**config.mk**
```make
export PLATFORM = sky130hd
export DESIGN_NAME = fsr_regs
export DESIGN_NICKNAME = d
export VERILOG_FILES = /design/src/verilog/fsr_pkg.sv /design/src/verilog/fsr_regs.sv
export SDC_FILE = /design/constraint.sdc
export NUM_CORES = 1
export LEC_CHECK = 0
export BUFFER_PORTS_ARGS = -buffer_cell sky130_fd_sc_hd__buf_2
export CAP_MARGIN = 5
export CORE_MARGIN = 2
export CORE_UTILIZATION = 46
export CTS_CLUSTER_DIAMETER = 120
export DETAILED_ROUTE_END_ITERATION = 16
export GPL_ROUTABILITY_DRIVEN = 0
export PLACE_DENSITY_LB_ADDON = 0.12
export SYNTH_ARGS = -nofsm -noshare
export SYNTH_HDL_FRONTEND = slang
export SYNTH_SLANG_ARGS = --single-unit
```
**constraint.sdc**
```tcl
create_clock -name clk_i -period 2.7 [get_ports clk_i]
set_input_delay 0 -clock clk_i [delete_from_list [all_inputs] [get_ports clk_i]]
set_output_delay 0 -clock clk_i [all_outputs]
set_load 0.02 [all_outputs]
```
**src/verilog/fsr_pkg.sv**
```systemverilog
// Constants, register map and field layout of the fiber control/status bank.
// Assumes a 32-bit Avalon-MM slave with byte addresses, one word per register.
//
// What this block does
// - Loopback enable turns serial input back out
// - Loopback kind picks the loopback path
// - Kind zero via PCS, one raw codes
// - Power policy resets one; zero allows powerdown
// - Written power policy applies at software reset
// - Media mode field mirrors low two mode bits
// - Mirror codes: 3,2,1,0 per media mode
// - Speed and duplex valid once resolved set
// - Resolved set at negotiation done or disabled
// - Speed codes 2,1,0; fiber 100 forces 1
// - Duplex one full; fiber 100 follows control
// - Page received latches high; fiber 100 zero
package fsr_pkg;

   // Register indices; byte address is four times the index
   localparam logic [7:0] IDX_CTRL     = 8'h10; // Fiber control one
   localparam logic [7:0] IDX_STAT     = 8'h11; // Fiber status
   localparam logic [7:0] IDX_IRQ_STAT = 8'h1C; // Sticky event bits
   localparam logic [7:0] IDX_IRQ_MASK = 8'h1D; // Event mask
   localparam logic [7:0] IDX_SOFT_RST = 8'h1E; // Software reset strobe

   // Control register field positions
   localparam int CTL_LB_EN   = 12; // Loopback enable
   localparam int CTL_RSV9    = 9;  // Reserved read/write, retained
   localparam int CTL_LB_KIND = 8;  // Loopback kind
   localparam int CTL_RSV5    = 5;  // Reserved pair, top bit
   localparam int CTL_RSV4    = 4;  // Reserved pair, low bit
   localparam int CTL_PWR     = 3;  // Host side powerdown policy
   localparam int CTL_RSV2    = 2;  // Reserved, must stay one
   localparam int CTL_MODE_HI = 1;  // Media mode mirror, top bit

   // Status register field positions
   localparam int ST_SPEED_HI = 15; // Speed, top bit
   localparam int ST_DUPLEX   = 13; // Duplex
   localparam int ST_PAGE     = 12; // Page received, latched
   localparam int ST_RESOLVED = 11; // Speed and duplex resolved

   // Interrupt event bit positions
   localparam int EV_PAGE     = 0;  // Page received
   localparam int EV_RESOLVED = 1;  // Resolved went high
   localparam int EV_W        = 2;  // Number of events

   // Reset values
   localparam logic       RST_LB_EN   = 1'h0;
   localparam logic       RST_LB_KIND = 1'h0;
   localparam logic       RST_PWR     = 1'h1;
   localparam logic       RST_RSV2    = 1'h1;
   localparam logic [1:0] RST_RSV54   = 2'h0;
   localparam logic       RST_RSV9    = 1'h0;

   // Media mode mirror codes
   localparam logic [1:0] MM_FX100      = 2'h0;
   localparam logic [1:0] MM_BASEX      = 2'h1;
   localparam logic [1:0] MM_SGMII_SYS  = 2'h2;
   localparam logic [1:0] MM_SGMII_MED  = 2'h3;

   // Speed codes
   localparam logic [1:0] SPD_10   = 2'h0;
   localparam logic [1:0] SPD_100  = 2'h1;
   localparam logic [1:0] SPD_1000 = 2'h2;

   // Writable control fields travel together
   typedef struct packed {
      logic       lb_en;   // Loopback enable
      logic       lb_kind; // Loopback kind
      logic       rsv9;    // Reserved bit nine
      logic [1:0] rsv54;   // Reserved bits five and four
      logic       pwr_wr;  // Power policy as written
      logic       rsv2;    // Reserved bit two
   } fsr_ctrl_t;

   // Link status coming from the PCS and negotiation logic
   typedef struct packed {
      logic       an_enable; // Negotiation enabled
      logic       an_done;   // Negotiation complete
      logic [1:0] speed;     // Negotiated speed code
      logic       duplex;    // Negotiated duplex
      logic       page_rx;   // One-cycle page arrival pulse
   } fsr_link_t;

endpackage

```
**src/verilog/fsr_regs.sv**
```systemverilog
// Fiber control/status register bank with serial loopback steering.
// Assumes all inputs are synchronous to clk_i; Avalon-MM byte addressing.
`timescale 1ns/1ns
`default_nettype none

module fsr_regs
   import fsr_pkg::*;
#(
   parameter int ADDR_W = 8 // Byte address width
) (
   input  wire logic           clk_i,             // 250 MHz clock
   input  wire logic           rstn_i,            // Async reset, active low
   input  wire logic [ADDR_W-1:0] avs_address,    // Byte address
   input  wire logic           avs_read,          // Read request
   input  wire logic           avs_write,         // Write request
   input  wire logic [31:0]    avs_writedata,     // Write data
   input  wire logic [3:0]     avs_byteenable,    // Byte lanes
   output logic [31:0]         avs_readdata,      // Read data
   output logic                avs_waitrequest,   // Stall
   input  wire logic [2:0]     mode_sel_i,        // Programmed mode field
   input  wire fsr_link_t      link_i,            // Link status
   input  wire logic           duplex_ctrl_i,     // Fiber duplex control
   input  wire logic           dev_powerdown_i,   // Device powerdown
   input  wire logic           energy_detect_i,   // Energy detect state
   input  wire logic [9:0]     serial_rx_i,       // Raw received codes
   input  wire logic [9:0]     pcs_tx_i,          // Normal transmit codes
   input  wire logic [9:0]     pcs_loop_i,        // PCS looped codes
   output logic [9:0]          serial_tx_o,       // Codes to serializer
   output logic                pcs_loop_sel_o,    // PCS loop path active
   output logic                host_if_pwrdn_o,   // Host side powered down
   output logic                irq_o              // Level interrupt
);

   // Elaboration check on the address width
   if (ADDR_W < 8 || ADDR_W > 16) begin : g_bad_addr
      $error("fsr_regs: ADDR_W must be 8 to 16");
   end

   ////////////////////////////////////////////////////////////////////////
   // Bus decode and waitrequest
   ////////////////////////////////////////////////////////////////////////
   typedef enum logic [1:0] {
      FSR_IDLE = 2'b01, // No access under way
      FSR_ACK  = 2'b10  // Answer cycle
   } fsr_bus_t;

   fsr_bus_t    bus_ff;       // Bus answer state
   fsr_bus_t    nxt_bus;      // Next bus state
   fsr_ctrl_t   ctrl_ff;      // Writable control fields
   logic        pwr_eff_ff;   // Power policy in force
   logic [1:0]  speed_ff;     // Captured speed
   logic        duplex_ff;    // Captured duplex
   logic        page_ff;      // Latched page received
   logic        res_ff;       // Previous resolved
   logic [EV_W-1:0] ev_sts_ff; // Sticky events
   logic [EV_W-1:0] ev_msk_ff; // Event mask
   logic        soft_rst_ff;  // Software reset pulse
   logic [31:0] rdata_ff;     // Read data
   logic [9:0]  tx_ff;        // Serializer data
   logic        lb_sel_ff;    // PCS loop select

   logic [7:0]  idx;          // Register index
   logic        addr_ok;      // Word aligned and in range
   logic        done;         // Access completes this edge
   logic        wr_go;        // Write takes effect
   logic        rd_go;        // Read takes effect
   logic        is_fx;        // Fiber 100 mode
   logic        resolved;     // Speed and duplex resolved
   logic [1:0]  mm_code;      // Media mode mirror
   logic [1:0]  spd_view;     // Speed as reported
   logic        dup_view;     // Duplex as reported
   logic [EV_W-1:0] ev_set;   // Events this cycle
   logic [15:0] ctl_word;     // Control register image
   logic [15:0] st_word;      // Status register image

   // Index from byte address; upper bits must be zero
   assign idx     = 8'(32'(avs_address) >> 2);
   assign addr_ok = (avs_address[1:0] == 2'h0) &&
                    ((32'(avs_address) >> 10) == 32'h0);
   assign done    = (bus_ff == FSR_ACK);
   assign wr_go   = done & avs_write & addr_ok;
   assign rd_go   = done & avs_read & addr_ok;
   assign avs_waitrequest = (avs_read | avs_write) & ~done;
   assign avs_readdata    = rdata_ff;

   // One wait cycle, then answer
   always_comb begin
      nxt_bus = FSR_IDLE;
      case (bus_ff)
         FSR_IDLE: nxt_bus = (avs_read | avs_write) ? FSR_ACK : FSR_IDLE;
         FSR_ACK:  nxt_bus = FSR_IDLE;
         default:  nxt_bus = FSR_IDLE;
      endcase
   end

   // Bus state register
   always_ff @(posedge clk_i or negedge rstn_i) begin
      if (!rstn_i) begin
         bus_ff <= FSR_IDLE;
      end else begin
         bus_ff <= nxt_bus;
      end
   end

   ////////////////////////////////////////////////////////////////////////
   // Mode mirror and status views
   ////////////////////////////////////////////////////////////////////////
   // Mirror low bits of the mode field
   assign mm_code = mode_sel_i[1:0];
   assign is_fx   = (mm_code == MM_FX100);

   // Resolved when done, negotiation off, or fiber 100
   assign resolved = is_fx | ~link_i.an_enable | link_i.an_done;

   // Fiber 100 forces speed; duplex follows control bit
   assign spd_view = is_fx ? SPD_100 : speed_ff;
   assign dup_view = is_fx ? duplex_ctrl_i : duplex_ff;

   // Register images
   always_comb begin
      ctl_word = 16'h0000;
      ctl_word[CTL_LB_EN]   = ctrl_ff.lb_en;
      ctl_word[CTL_RSV9]    = ctrl_ff.rsv9;
      ctl_word[CTL_LB_KIND] = ctrl_ff.lb_kind;
      ctl_word[CTL_RSV5]    = ctrl_ff.rsv54[1];
      ctl_word[CTL_RSV4]    = ctrl_ff.rsv54[0];
      ctl_word[CTL_PWR]     = ctrl_ff.pwr_wr;
      ctl_word[CTL_RSV2]    = ctrl_ff.rsv2;
      ctl_word[CTL_MODE_HI -: 2] = mm_code;
      st_word = 16'h0000;
      st_word[ST_SPEED_HI -: 2] = spd_view;
      st_word[ST_DUPLEX]   = dup_view;
      st_word[ST_PAGE]     = page_ff & ~is_fx;
      st_word[ST_RESOLVED] = resolved;
   end

   // Read data prepared during the wait cycle
   always_ff @(posedge clk_i or negedge rstn_i) begin
      if (!rstn_i) begin
         rdata_ff <= 32'h0000_0000;
      end else if (avs_read && !done) begin
         if (!addr_ok) begin
            rdata_ff <= 32'h0000_0000;
         end else begin
            case (idx)
               IDX_CTRL:     rdata_ff <= {16'h0000, ctl_word};
               IDX_STAT:     rdata_ff <= {16'h0000, st_word};
               IDX_IRQ_STAT: rdata_ff <= {30'h0, ev_sts_ff};
               IDX_IRQ_MASK: rdata_ff <= {30'h0, ev_msk_ff};
               default:      rdata_ff <= 32'h0000_0000;
            endcase
         end
      end
   end

   ////////////////////////////////////////////////////////////////////////
   // Control register and software reset
   ////////////////////////////////////////////////////////////////////////
   // Software reset strobe, self clearing
   always_ff @(posedge clk_i or negedge rstn_i) begin
      if (!rstn_i) begin
         soft_rst_ff <= 1'b0;
      end else begin
         soft_rst_ff <= wr_go && idx == IDX_SOFT_RST &&
                        avs_byteenable[0] && avs_writedata[0];
      end
   end

   // Writable control fields; loopback enable clears on soft reset
   always_ff @(posedge clk_i or negedge rstn_i) begin
      if (!rstn_i) begin
         ctrl_ff.lb_en   <= RST_LB_EN;
         ctrl_ff.lb_kind <= RST_LB_KIND;
         ctrl_ff.rsv9    <= RST_RSV9;
         ctrl_ff.rsv54   <= RST_RSV54;
         ctrl_ff.pwr_wr  <= RST_PWR;
         ctrl_ff.rsv2    <= RST_RSV2;
      end else if (soft_rst_ff) begin
         ctrl_ff.lb_en <= RST_LB_EN;
      end else if (wr_go && idx == IDX_CTRL) begin
         if (avs_byteenable[0]) begin
            ctrl_ff.rsv54  <= avs_writedata[CTL_RSV5:CTL_RSV4];
            ctrl_ff.pwr_wr <= avs_writedata[CTL_PWR];
            ctrl_ff.rsv2   <= avs_writedata[CTL_RSV2];
         end
         if (avs_byteenable[1]) begin
            ctrl_ff.lb_en   <= avs_writedata[CTL_LB_EN];
            ctrl_ff.lb_kind <= avs_writedata[CTL_LB_KIND];
            ctrl_ff.rsv9    <= avs_writedata[CTL_RSV9];
         end
      end
   end

   // Power policy takes the written value only at soft reset
   always_ff @(posedge clk_i or negedge rstn_i) begin
      if (!rstn_i) begin
         pwr_eff_ff <= RST_PWR;
      end else if (soft_rst_ff) begin
         pwr_eff_ff <= ctrl_ff.pwr_wr;
      end
   end

   // Host side may power down only when policy allows
   assign host_if_pwrdn_o = ~pwr_eff_ff &
                            (dev_powerdown_i | energy_detect_i);

   ////////////////////////////////////////////////////////////////////////
   // Loopback data path
   ////////////////////////////////////////////////////////////////////////
   // Pick serializer source: normal, PCS loop, or raw codes
   always_ff @(posedge clk_i or negedge rstn_i) begin
      if (!rstn_i) begin
         tx_ff     <= 10'h000;
         lb_sel_ff <= 1'b0;
      end else begin
         lb_sel_ff <= ctrl_ff.lb_en & ~ctrl_ff.lb_kind;
         if (!ctrl_ff.lb_en) begin
            tx_ff <= pcs_tx_i;
         end else if (ctrl_ff.lb_kind) begin
            tx_ff <= serial_rx_i;
         end else begin
            tx_ff <= pcs_loop_i;
         end
      end
   end

   assign serial_tx_o    = tx_ff;
   assign pcs_loop_sel_o = lb_sel_ff;

   ////////////////////////////////////////////////////////////////////////
   // Status capture
   ////////////////////////////////////////////////////////////////////////
   // Speed and duplex kept across soft reset; updated while resolved
   always_ff @(posedge clk_i or negedge rstn_i) begin
      if (!rstn_i) begin
         speed_ff  <= SPD_10;
         duplex_ff <= 1'b0;
      end else if (resolved) begin
         speed_ff  <= link_i.speed;
         duplex_ff <= link_i.duplex;
      end
   end

   // Latched page flag; new page wins over the read clear
   always_ff @(posedge clk_i or negedge rstn_i) begin
      if (!rstn_i) begin
         page_ff <= 1'b0;
      end else if (link_i.page_rx && !is_fx) begin
         page_ff <= 1'b1;
      end else if (soft_rst_ff || is_fx) begin
         page_ff <= 1'b0;
      end else if (rd_go && idx == IDX_STAT) begin
         page_ff <= 1'b0;
      end
   end

   ////////////////////////////////////////////////////////////////////////
   // Interrupts
   ////////////////////////////////////////////////////////////////////////
   // Event sources
   always_comb begin
      ev_set = '0;
      ev_set[EV_PAGE]     = link_i.page_rx & ~is_fx;
      ev_set[EV_RESOLVED] = resolved & ~res_ff;
   end

   // Sticky status, write one clears, set wins
   always_ff @(posedge clk_i or negedge rstn_i) begin
      if (!rstn_i) begin
         ev_sts_ff <= '0;
         res_ff    <= 1'b0;
      end else begin
         res_ff <= resolved;
         if (wr_go && idx == IDX_IRQ_STAT && avs_byteenable[0]) begin
            ev_sts_ff <= (ev_sts_ff & ~avs_writedata[EV_W-1:0]) | ev_set;
         end else begin
            ev_sts_ff <= ev_sts_ff | ev_set;
         end
      end
   end

   // Mask register
   always_ff @(posedge clk_i or negedge rstn_i) begin
      if (!rstn_i) begin
         ev_msk_ff <= '0;
      end else if (wr_go && idx == IDX_IRQ_MASK && avs_byteenable[0]) begin
         ev_msk_ff <= avs_writedata[EV_W-1:0];
      end
   end

   assign irq_o = |(ev_sts_ff & ev_msk_ff);
endmodule // fsr_regs

`default_nettype wire

```
==> out/metrics.csv, run 1 <==
stage;metric;value;unit
status;outcome;completed;
die;die_w;72.4;um
placed_design;pre_cts_slack;853;ps
timing;hold_ws;9.86;ps
clock_network;clkSinkCount;44;
route;viasPerCell;4.86;
clock_network;numCtsBuffers;5;
route;firstDrtPassIters;4;
pwr;peakVddDrop;0.234;mV
yosys;yosys_warnings;0;
worst_setup_path;rrSetupSlack;870;ps
yosys;synth_ff_type;dfrtp_1;
clock_network;path_clk_slew;80;ps
timing;max-slew-margin-rel;36.5;%
timing;timing.fmax;545;MHz
global_routing;track_usage;17.9;%
yosys;yosys.area_share.simple;17.4;%
die;die_h;72.4;um
yosys;ys_seq_area_share;51.4;%
global_routing;grt-busiest-layer;met2;
yosys;synthesis.area;2150;um^2
worst_setup_path;arrival;2060;ps
clock_network;cts_tree;done;
yosys;ys_ff_latch;44;
clock_network;htreeDepth;2;
yosys;synth_xor_area_share;0;%
timing;hold_viol;0;
placed_design;dp_hpwl;3420;um
layout;syn2layout_area_growth;35.4;%
pwr;switching_share;27.4;%
yosys;synthAdderAreaFrac;0;%
worst_setup_path;critPathCaptureType;register;
yosys;muxShareOfSynthArea;11.2;%
pwr;clkPwrFrac;28.1;%
global_routing;grt_overflow;0;
worst_setup_path;worstReg2RegStart;bus_ff[0]$_DFF_PN1_;
worst_setup_path;critical_path.max_stage_delay;550;ps
global_routing;use_met2;31.2;%
worst_setup_path;r2r-end;avs_readdata[2]$_DFFE_PN0P_;
worst_setup_path;critPathRequiredTime;2930;ps
clock_network;cts_resized;0;
worst_setup_path;crit_type;register to register;
yosys;synth_compound_area_share;11.0;%
yosys;async_flop_share;100;%
yosys;synth-edff-count;0;
worst_setup_path;crit_path_cell_trace;nor2b_4, nand2b_1, buf_4, nor4_4, a22o_1;
hold_path;min_path_type;input port to register;
route;wirelength;4700;um
pwr;power.density;469;nW/um^2
worst_setup_path;reg2regPathDepth;5;
timing;fin_ws;866;ps
die;rows;24;
layout;final_common_cell;buf_2;
yosys;synth_area_per_cell;11.3;um^2
global_routing;grt_pass1_wl;7360;um
worst_setup_path;cp_max_fo;10;
layout;nets;397;
pwr;pwr-share-comb;19.6;%
run;cap_violations;0;
die;core_area;4440;um^2
timing;period_needed;1830;ps
die;io_pins;136;
hold_path;whs_endpoint;serial_tx_o[8]$_DFF_PN0_;
pwr;p_int;0.992;mW
hold_path;hp-start;pcs_loop_i[8];
layout;drive_gt1_share;39.6;%
global_routing;met3_usage;5.00;%
clock_network;postCtsHoldBufs;26;
clock_network;clock_latency;290;ps
layout;n_fill_cell;382;
timing;final_max_slew_viol_count;0;
yosys;synth_cell_type_count;41;
layout;final_cell_mix;90 x buf_2, 40 x dfrtp_1, 26 x dlygate4sd3_1;
worst_setup_path;start_kind;register;
pwr;power.switching;0.374;mW
timing;rsz0062_at_grt;no;
timing;worstMarginPinSlew;953;ps
route;wl_per_cell;13.1;um
pwr;p_leak;1.48;nW
timing;setup_tns;0;ps
layout;diodes;0;
global_routing;antenna_found_initial;0;
timing;setup_violations;0;
die;initial_core_util;48.4;%
route;drt-initial-drc-count;70;
yosys;syn_inst;191;
hold_path;holdPathStages;3;
clock_network;cts_buffer_depth;2;
route;detail-route-antenna-nets;0;
global_routing;grtUsageMet1;22.6;%
die;die-area;5240;um^2
clock_network;root_buffer;clkbuf_8;
yosys;synth_top_family_by_area;simple AND/OR/NAND/NOR gates;
global_routing;grt_max_degree;45;
route;vias;1751;
clock_network;postCtsSetupBuffers;0;
worst_setup_path;slowest_stage;dfstp_2;
placed_design;port-buffer-count;90;
global_routing;grt_pass1_vias;1707;
timing;fin_skew;6.74;ps
route;drc;0;
pwr;seqPwrFrac;52.2;%
timing;min_period_over_period;67.9;%
cell usage after synthesis, types with 4 or more instances:
cell,instances,share of area [%]
buf_4,19,6.6
clkbuf_1,5,0.87
inv_1,5,0.87
dfstp_2,4,4.9
a22o_1,10,4.1
nor2_1,17,3.0
dfrtp_1,40,47
nand2_1,17,3.0
o21ai_0,6,1.4
mux2i_1,12,5.6
mux2_2,8,4.2
a21oi_1,11,2.6
layer usage:
layer	routed length (um)	vias to the layer above
met1	2020	825
met2	2360	59
li1	-	864
met3	305	3
met4	14	0
met5	0	-
power by group through the flow:
| stage | registers, mW | clock network, mW | logic (mW) |
|---|---|---|---|
| after detailed placement | 0.726 | 0 | 0.242 |
| after CTS | 0.713 | 0.404 | 0.271 |
| after global placement | 0.724 | 0 | 0.238 |
| after global routing | 0.716 | 0.430 | 0.294 |
| final | 0.713 | 0.384 | 0.268 |
| after floorplan | 0.732 | 0 | 0.152 |
cell families after synthesis:
kind of cell           Yosys count
and+or+nand+nor                 59
DFF                             44
other                            1
AOI/OAI and AO/OA               34
buffers and inverters           31
muxes                           22
metrics by stage:
step           util [%]  cell area [um^2]  std cells  power, mW
2_1_floorplan         -              2220        209      0.884
3_3_place_gp       57.8              2570        326      0.962
3_5_place_dp       57.8              2570        326      0.968
4_1_cts            65.5              2910        360       1.39
5_1_grt            65.5              2910        360       1.44
6_report           65.5              2910        360       1.37
cell type report:
type / count / area [um^2] / area share [%]
clock buffer: 7 / 76.3 / 2.62
timing repair buffer: 117 / 718 / 24.7
inverter: 5 / 18.8 / 0.645
clock inverter: 1 / 5.00 / 0.172
multi-input combinational: 134 / 922 / 31.7
tap: 52 / 65.1 / 2.23
sequential: 44 / 1110 / 38.0
flip-flops by register name (all words and copies together) (netlist names), 2 cells and up:
signal / count
avs_readdata: 13
bus_ff: 2
ctl_word: 7
ev_msk_ff: 2
ev_sts_ff: 2
serial_tx_o: 10
speed_ff: 2
critical path: cells and delay by family (launching register included):
family	cells	cell delay [ps]
AND/OR/NAND/NOR	3	750
flip-flops	1	550
buffers and inverters	1	280
AO/OA/AOI/OAI	1	190
how the worst max path moves through the flow:
stage | slack [ps] | start | end
after floorplan | 1130 | bus_ff[0]$_DFF_PN1_ | avs_readdata[12]$_DFFE_PN0P_
after global placement | 880 | bus_ff[0]$_DFF_PN1_ | avs_readdata[3]$_DFFE_PN0P_
after detailed placement | 850 | bus_ff[0]$_DFF_PN1_ | avs_readdata[2]$_DFFE_PN0P_
after CTS | 830 | bus_ff[0]$_DFF_PN1_ | avs_readdata[2]$_DFFE_PN0P_
after global routing | 710 | bus_ff[0]$_DFF_PN1_ | avs_readdata[2]$_DFFE_PN0P_
final | 870 | bus_ff[0]$_DFF_PN1_ | avs_readdata[2]$_DFFE_PN0P_
No activity file was read; power rests on OpenSTA's default activity.
==> run 2, diff against run 1 <==
Settings changed: CORE_UTILIZATION 46 to 42.
Clock period 2.7 ns to 1.7 ns, I/O delays scaled along.
==> out/metrics.csv, run 2 (synthesis results as in run 1) <==
stage;metric;value;unit;change
clock_network;numCtsBuffers;5;;unchanged
timing;rsz0062_at_grt;yes;;was no
worst_setup_path;crit_path_cell_trace;nor2b_4, nand4_1, nor3_2, mux2_2;;was nor2b_4, nand2b_1, buf_4, nor4_4, a22o_1
layout;largest_reg_flops;13;;unchanged
timing;period_needed;1610;ps;was 1830 ps
worst_setup_path;slowest_stage;mux2_2;;was dfstp_2
clock_network;clock_latency;290;ps;about the same
timing;setup_tns;0;ps;unchanged
route;drt-initial-drc-count;38;;was 70
timing;fin_skew;5.42;ps;was 6.74 ps
timing;worstMarginPinSlew;654;ps;was 953 ps
route;vias;1740;;was 1751
global_routing;grt_overflow;0;;unchanged
global_routing;antenna_found_initial;0;;unchanged
layout;final_cell_mix;90 x buf_2, 40 x dfrtp_1, 25 x dlygate4sd3_1;;was 90 x buf_2, 40 x dfrtp_1, 26 x dlygate4sd3_1
worst_setup_path;worst-path-buf-inv;0;;was 1
die;initial_core_util;42.9;%;was 48.4%
layout;final_common_cell;buf_2;;unchanged
route;drc;0;;unchanged
timing;setup_violations;0;;unchanged
layout;syn2layout_area_growth;39.4;%;was 35.4%
route;wl_per_cell;12.5;um;was 13.1 um
hold_path;min_path_type;input port to register;;unchanged
worst_setup_path;cp_max_fo;5;;was 10
clock_network;htreeDepth;2;;unchanged
route;detail-route-antenna-nets;0;;unchanged
route;firstDrtPassIters;4;;unchanged
route;viasPerCell;4.53;;was 4.86
worst_setup_path;start_kind;register;;unchanged
pwr;switching_share;26.5;%;was 27.4%
worst_setup_path;critPathRequiredTime;1880;ps;was 2930 ps
timing;timing.fmax;622;MHz;was 545 MHz
worst_setup_path;critical_path.max_stage_delay;380;ps;was 550 ps
global_routing;track_usage;17.2;%;was 17.9%
layout;diodes;0;;unchanged
clock_network;cts_tree;done;;unchanged
pwr;pwr-share-comb;19.8;%;was 19.6%
status;outcome;completed;;unchanged
pwr;seqPwrFrac;50.9;%;was 52.2%
layout;drive_gt1_share;41.1;%;was 39.6%
clock_network;root_buffer;clkbuf_8;;unchanged
clock_network;cts_resized;0;;unchanged
worst_setup_path;critPathCaptureType;register;;unchanged
placed_design;pre_cts_slack;64.5;ps;was 853 ps
die;io_pins;136;;unchanged
pwr;power.switching;0.590;mW;was 0.374 mW
die;die-area;5710;um^2;was 5240 um^2
route;wirelength;4790;um;was 4700 um
pwr;peakVddDrop;0.443;mV;was 0.234 mV
global_routing;grt_pass1_wl;7290;um;was 7360 um
pwr;power.density;741;nW/um^2;was 469 nW/um^2
pwr;p_int;1.63;mW;was 0.992 mW
timing;min_period_over_period;94.5;%;was 67.9%
timing;fin_ws;92.8;ps;was 866 ps
worst_setup_path;crit_family;simple AND/OR/NAND/NOR gates;;unchanged
clock_network;clkSinkCount;44;;unchanged
clock_network;path_clk_slew;70;ps;was 80 ps
clock_network;cts_buffer_depth;2;;unchanged
worst_setup_path;crit_type;register to register;;unchanged
global_routing;grt_max_degree;24;;was 45
pwr;clkPwrFrac;29.3;%;was 28.1%
pwr;p_leak;1.52;nW;was 1.48 nW
layout;n_fill_cell;461;;was 382
timing;hold_viol;0;;unchanged
timing;max-slew-margin-rel;56.4;%;was 36.5%
run;cap_violations;0;;unchanged
pwr;power.total;2.22;mW;was 1.37 mW
layout;nets;403;;was 397
placed_design;port-buffer-count;90;;unchanged
timing;final_max_slew_viol_count;0;;unchanged
global_routing;grt_pass1_vias;1663;;was 1707
die;core_area;5010;um^2;was 4440 um^2
die;rows;26;;was 24
worst_setup_path;arrival;1780;ps;was 2060 ps
die;die_w;75.6;um;was 72.4 um
die;die_h;75.6;um;was 72.4 um
placed_design;dp_hpwl;3650;um;was 3420 um
==> run 2: stage by stage <==
step | hold WS, ps | std cells | cell area, um^2 | util (%)
floorplan | -296 | 209 | 2220 | -
global placement | 19.0 | 350 | 2650 | 52.9
detailed placement | 21.8 | 350 | 2650 | 52.9
CTS | 6.09 | 383 | 2990 | 59.7
global route | 13.1 | 384 | 3000 | 59.8
finish | 11.4 | 384 | 3000 | 59.8
==> run 2: layer usage <==
metal / global-route usage [%] / vias up / wire (um)
li1: - / 883 / -
met1: 20.8 / 808 / 2010
met2: 29.0 / 42 / 2450
met3: 4.76 / 7 / 253
met4: 7.02 / 0 / 74
met5: 0 / - / 0
==> run 2: worst reg2reg max path, delay by kind of cell (launching register included) <==
| family | cells | cell delay (ps) |
|---|---|---|
| multiplexers | 1 | 380 |
| flip-flops | 1 | 360 |
| AND/OR/NAND/NOR | 3 | 750 |
==> run 2: what timing repair did <==
action,CTS,global route
hold endpoints to repair,44,0
hold buffers,25,0
setup buffers,0,1
setup endpoints to repair,0,10
==> run 2: power groups by stage <==
stage	logic [mW]	clock network (mW)	registers, mW
after floorplan	0.242	0	1.16
after global placement	0.397	0	1.15
after detailed placement	0.400	0	1.15
after CTS	0.446	0.678	1.13
after global routing	0.491	0.725	1.14
final	0.440	0.651	1.13
==> run 2: final timing paths <==
kind	from	endpoint	slack, ps	cells past startpoint
worst max-delay path	bus_ff[1]$_DFF_PN0_	ctl_word[4]$_DFFE_PN0P_	90	4
worst min-delay path	pcs_loop_i[8]	serial_tx_o[8]$_DFF_PN0_	10	3
worst max register to register	bus_ff[1]$_DFF_PN0_	ctl_word[4]$_DFFE_PN0P_	90	4
worst min register to register	res_ff$_DFF_PN0_	ev_sts_ff[1]$_DFF_PN0_	440	1
max in group asynchronous	rstn_i	bus_ff[0]$_DFF_PN1_	880	3
min in group asynchronous	rstn_i	avs_readdata[3]$_DFFE_PN0P_	230	2
==> run 2: layout make-up <==
type	count	area, um^2	share of cell area (%)
Clock buffer	8	90.1	3.01
Sequential cell	44	1110	36.9
Tap cell	70	87.6	2.92
Multi-Input combinational cell	134	922	30.8
Inverter	5	18.8	0.626
Timing Repair Buffer	123	773	25.8
==> run 3, diff against run 2 <==
Settings changed: CORE_UTILIZATION 42 to 46.
Clock period 1.7 ns to 2 ns, I/O delays scaled along.
==> out/metrics.csv, run 3 (synthesis results as in run 1) <==
stage;metric;value;unit;change
hold_path;holdPathStages;3;;unchanged
worst_setup_path;crit_type;register to register;;unchanged
layout;final_common_cell;buf_2;;unchanged
clock_network;cts_buffer_depth;2;;unchanged
die;io_pins;136;;unchanged
die;die_w;72.4;um;was 75.6 um
route;wl_per_cell;13.3;um;was 12.5 um
layout;final_cell_mix;90 x buf_2, 40 x dfrtp_1, 29 x dlygate4sd3_1;;was 90 x buf_2, 40 x dfrtp_1, 25 x dlygate4sd3_1
placed_design;pre_cts_slack;316;ps;was 64.5 ps
clock_network;path_clk_slew;80;ps;was 70 ps
clock_network;postCtsSetupBuffers;0;;unchanged
timing;timing.fmax;557;MHz;was 622 MHz
hold_path;min_path_type;input port to register;;unchanged
worst_setup_path;cp_max_fo;13;;was 5
pwr;peakVddDrop;0.397;mV;was 0.443 mV
worst_setup_path;arrival;1980;ps;was 1780 ps
worst_setup_path;critPathRequiredTime;2180;ps;was 1880 ps
status;outcome;completed;;unchanged
route;detail-route-antenna-nets;0;;unchanged
clock_network;clock_latency;290;ps;about the same
timing;hold_viol;0;;unchanged
timing;min_period_over_period;89.8;%;was 94.5%
die;die_h;72.4;um;was 75.6 um
timing;fin_skew;5.04;ps;was 5.42 ps
timing;period_needed;1800;ps;was 1610 ps
clock_network;root_buffer;clkbuf_8;;unchanged
placed_design;port-buffer-count;90;;unchanged
clock_network;cts_resized;0;;unchanged
timing;setup_tns;0;ps;unchanged
timing;rsz0062_at_grt;no;;was yes
clock_network;cts_tree;done;;unchanged
worst_setup_path;reg2regPathDepth;3;;was 4
timing;setup_violations;0;;unchanged
timing;hold_ws;8.85;ps;was 11.4 ps
layout;drive_gt1_share;40.1;%;was 41.1%
clock_network;clkSinkCount;44;;unchanged
global_routing;antenna_found_initial;0;;unchanged
die;core_area;4440;um^2;was 5010 um^2
route;wirelength;4860;um;was 4790 um
clock_network;numCtsBuffers;5;;unchanged
die;initial_core_util;48.4;%;was 42.9%
clock_network;htreeDepth;2;;unchanged
layout;final_cells;366;;was 384
placed_design;dp_hpwl;3400;um;was 3650 um
timing;final_max_slew_viol_count;0;;unchanged
timing;fin_ws;203;ps;was 92.8 ps
global_routing;grt_pass1_vias;1866;;was 1663
layout;utilization;67.3;%;was 59.8%
worst_setup_path;critPathCaptureType;register;;unchanged
global_routing;track_usage;20.0;%;was 17.2%
route;drc;0;;unchanged
global_routing;grt_pass1_wl;8020;um;was 7290 um
run;cap_violations;0;;unchanged
global_routing;grt_overflow;0;;unchanged
placed_design;dp.cells;329;;was 350
route;viasPerCell;4.81;;was 4.53
route;firstDrtPassIters;4;;unchanged
route;drt-initial-drc-count;56;;was 38
layout;largest_reg_flops;13;;unchanged
layout;diodes;0;;unchanged
layout;nets;403;;unchanged
global_routing;grt_max_degree;45;;was 24
die;die-area;5240;um^2;was 5710 um^2
pwr;power.density;668;nW/um^2;was 741 nW/um^2
pwr;p_leak;1.52;nW;about the same
die;rows;24;;was 26
layout;syn2layout_area_growth;39.0;%;was 39.4%
timing;max-slew-margin-rel;52.8;%;was 56.4%
route;vias;1760;;was 1740
worst_setup_path;start_kind;register;;unchanged
timing;worstMarginPinSlew;707;ps;was 654 ps
==> run 3: layer usage <==
metal | vias to the layer above | global-route usage, % | routed length [um]
met3 | 8 | 5.56 | 298
met1 | 810 | 23.2 | 2080
li1 | 875 | - | -
met2 | 67 | 35.2 | 2400
met4 | 0 | 7.20 | 82
met5 | - | 0 | 0
==> run 3: timing repair <==
item                       in CTS  in global routing
hold endpoints to repair       64                  0
setup endpoints to repair       0                  0
hold buffers                   29                  0
==> run 3: report_power, final <==
part	switching [mW]	internal, mW	total, mW
combinational	0.207	0.169	0.376
clock	0.290	0.371	0.660
sequential	0.0234	0.937	0.961
==> run 3: stage by stage <==
stage               power [mW]  area [um^2]
finish                    2.00         2990
global route              2.10         2990
CTS                       2.02         2990
detailed placement        1.31         2590
global placement          1.31         2590
floorplan                 1.19         2220
==> run 3: cell type report <==
type / count / area, um^2
sequential: 44 / 1110
timing repair buffer: 123 / 771
inverter: 5 / 18.8
multi-input combinational: 134 / 922
tap: 52 / 65.1
fill: 378 / 1450
clock inverter: 2 / 35.0
clock buffer: 6 / 72.6
==> run 3: path summary, 6_finish.rpt <==
kind                       slack [ps]                          end               startpoint
max in group asynchronous        1310       pwr_eff_ff$_DFFE_PN1P_                   rstn_i
max reg2reg                       200     serial_tx_o[3]$_DFF_PN0_  ctl_word[8]$_DFFE_PN0P_
min in group asynchronous         310  avs_readdata[8]$_DFFE_PN0P_                   rstn_i
min reg2reg                       430       ev_sts_ff[1]$_DFF_PN0_         res_ff$_DFF_PN0_
max                               200     serial_tx_o[3]$_DFF_PN0_  ctl_word[8]$_DFFE_PN0P_
min                                 9     serial_tx_o[0]$_DFF_PN0_            pcs_loop_i[0]
==> run 3: worst max-delay path, cell delays in order (launching register included) <==
cell and delay (ps):
dfrtp_1 740, mux2i_1 270, a21oi_1 90, dlygate4sd3_1 580
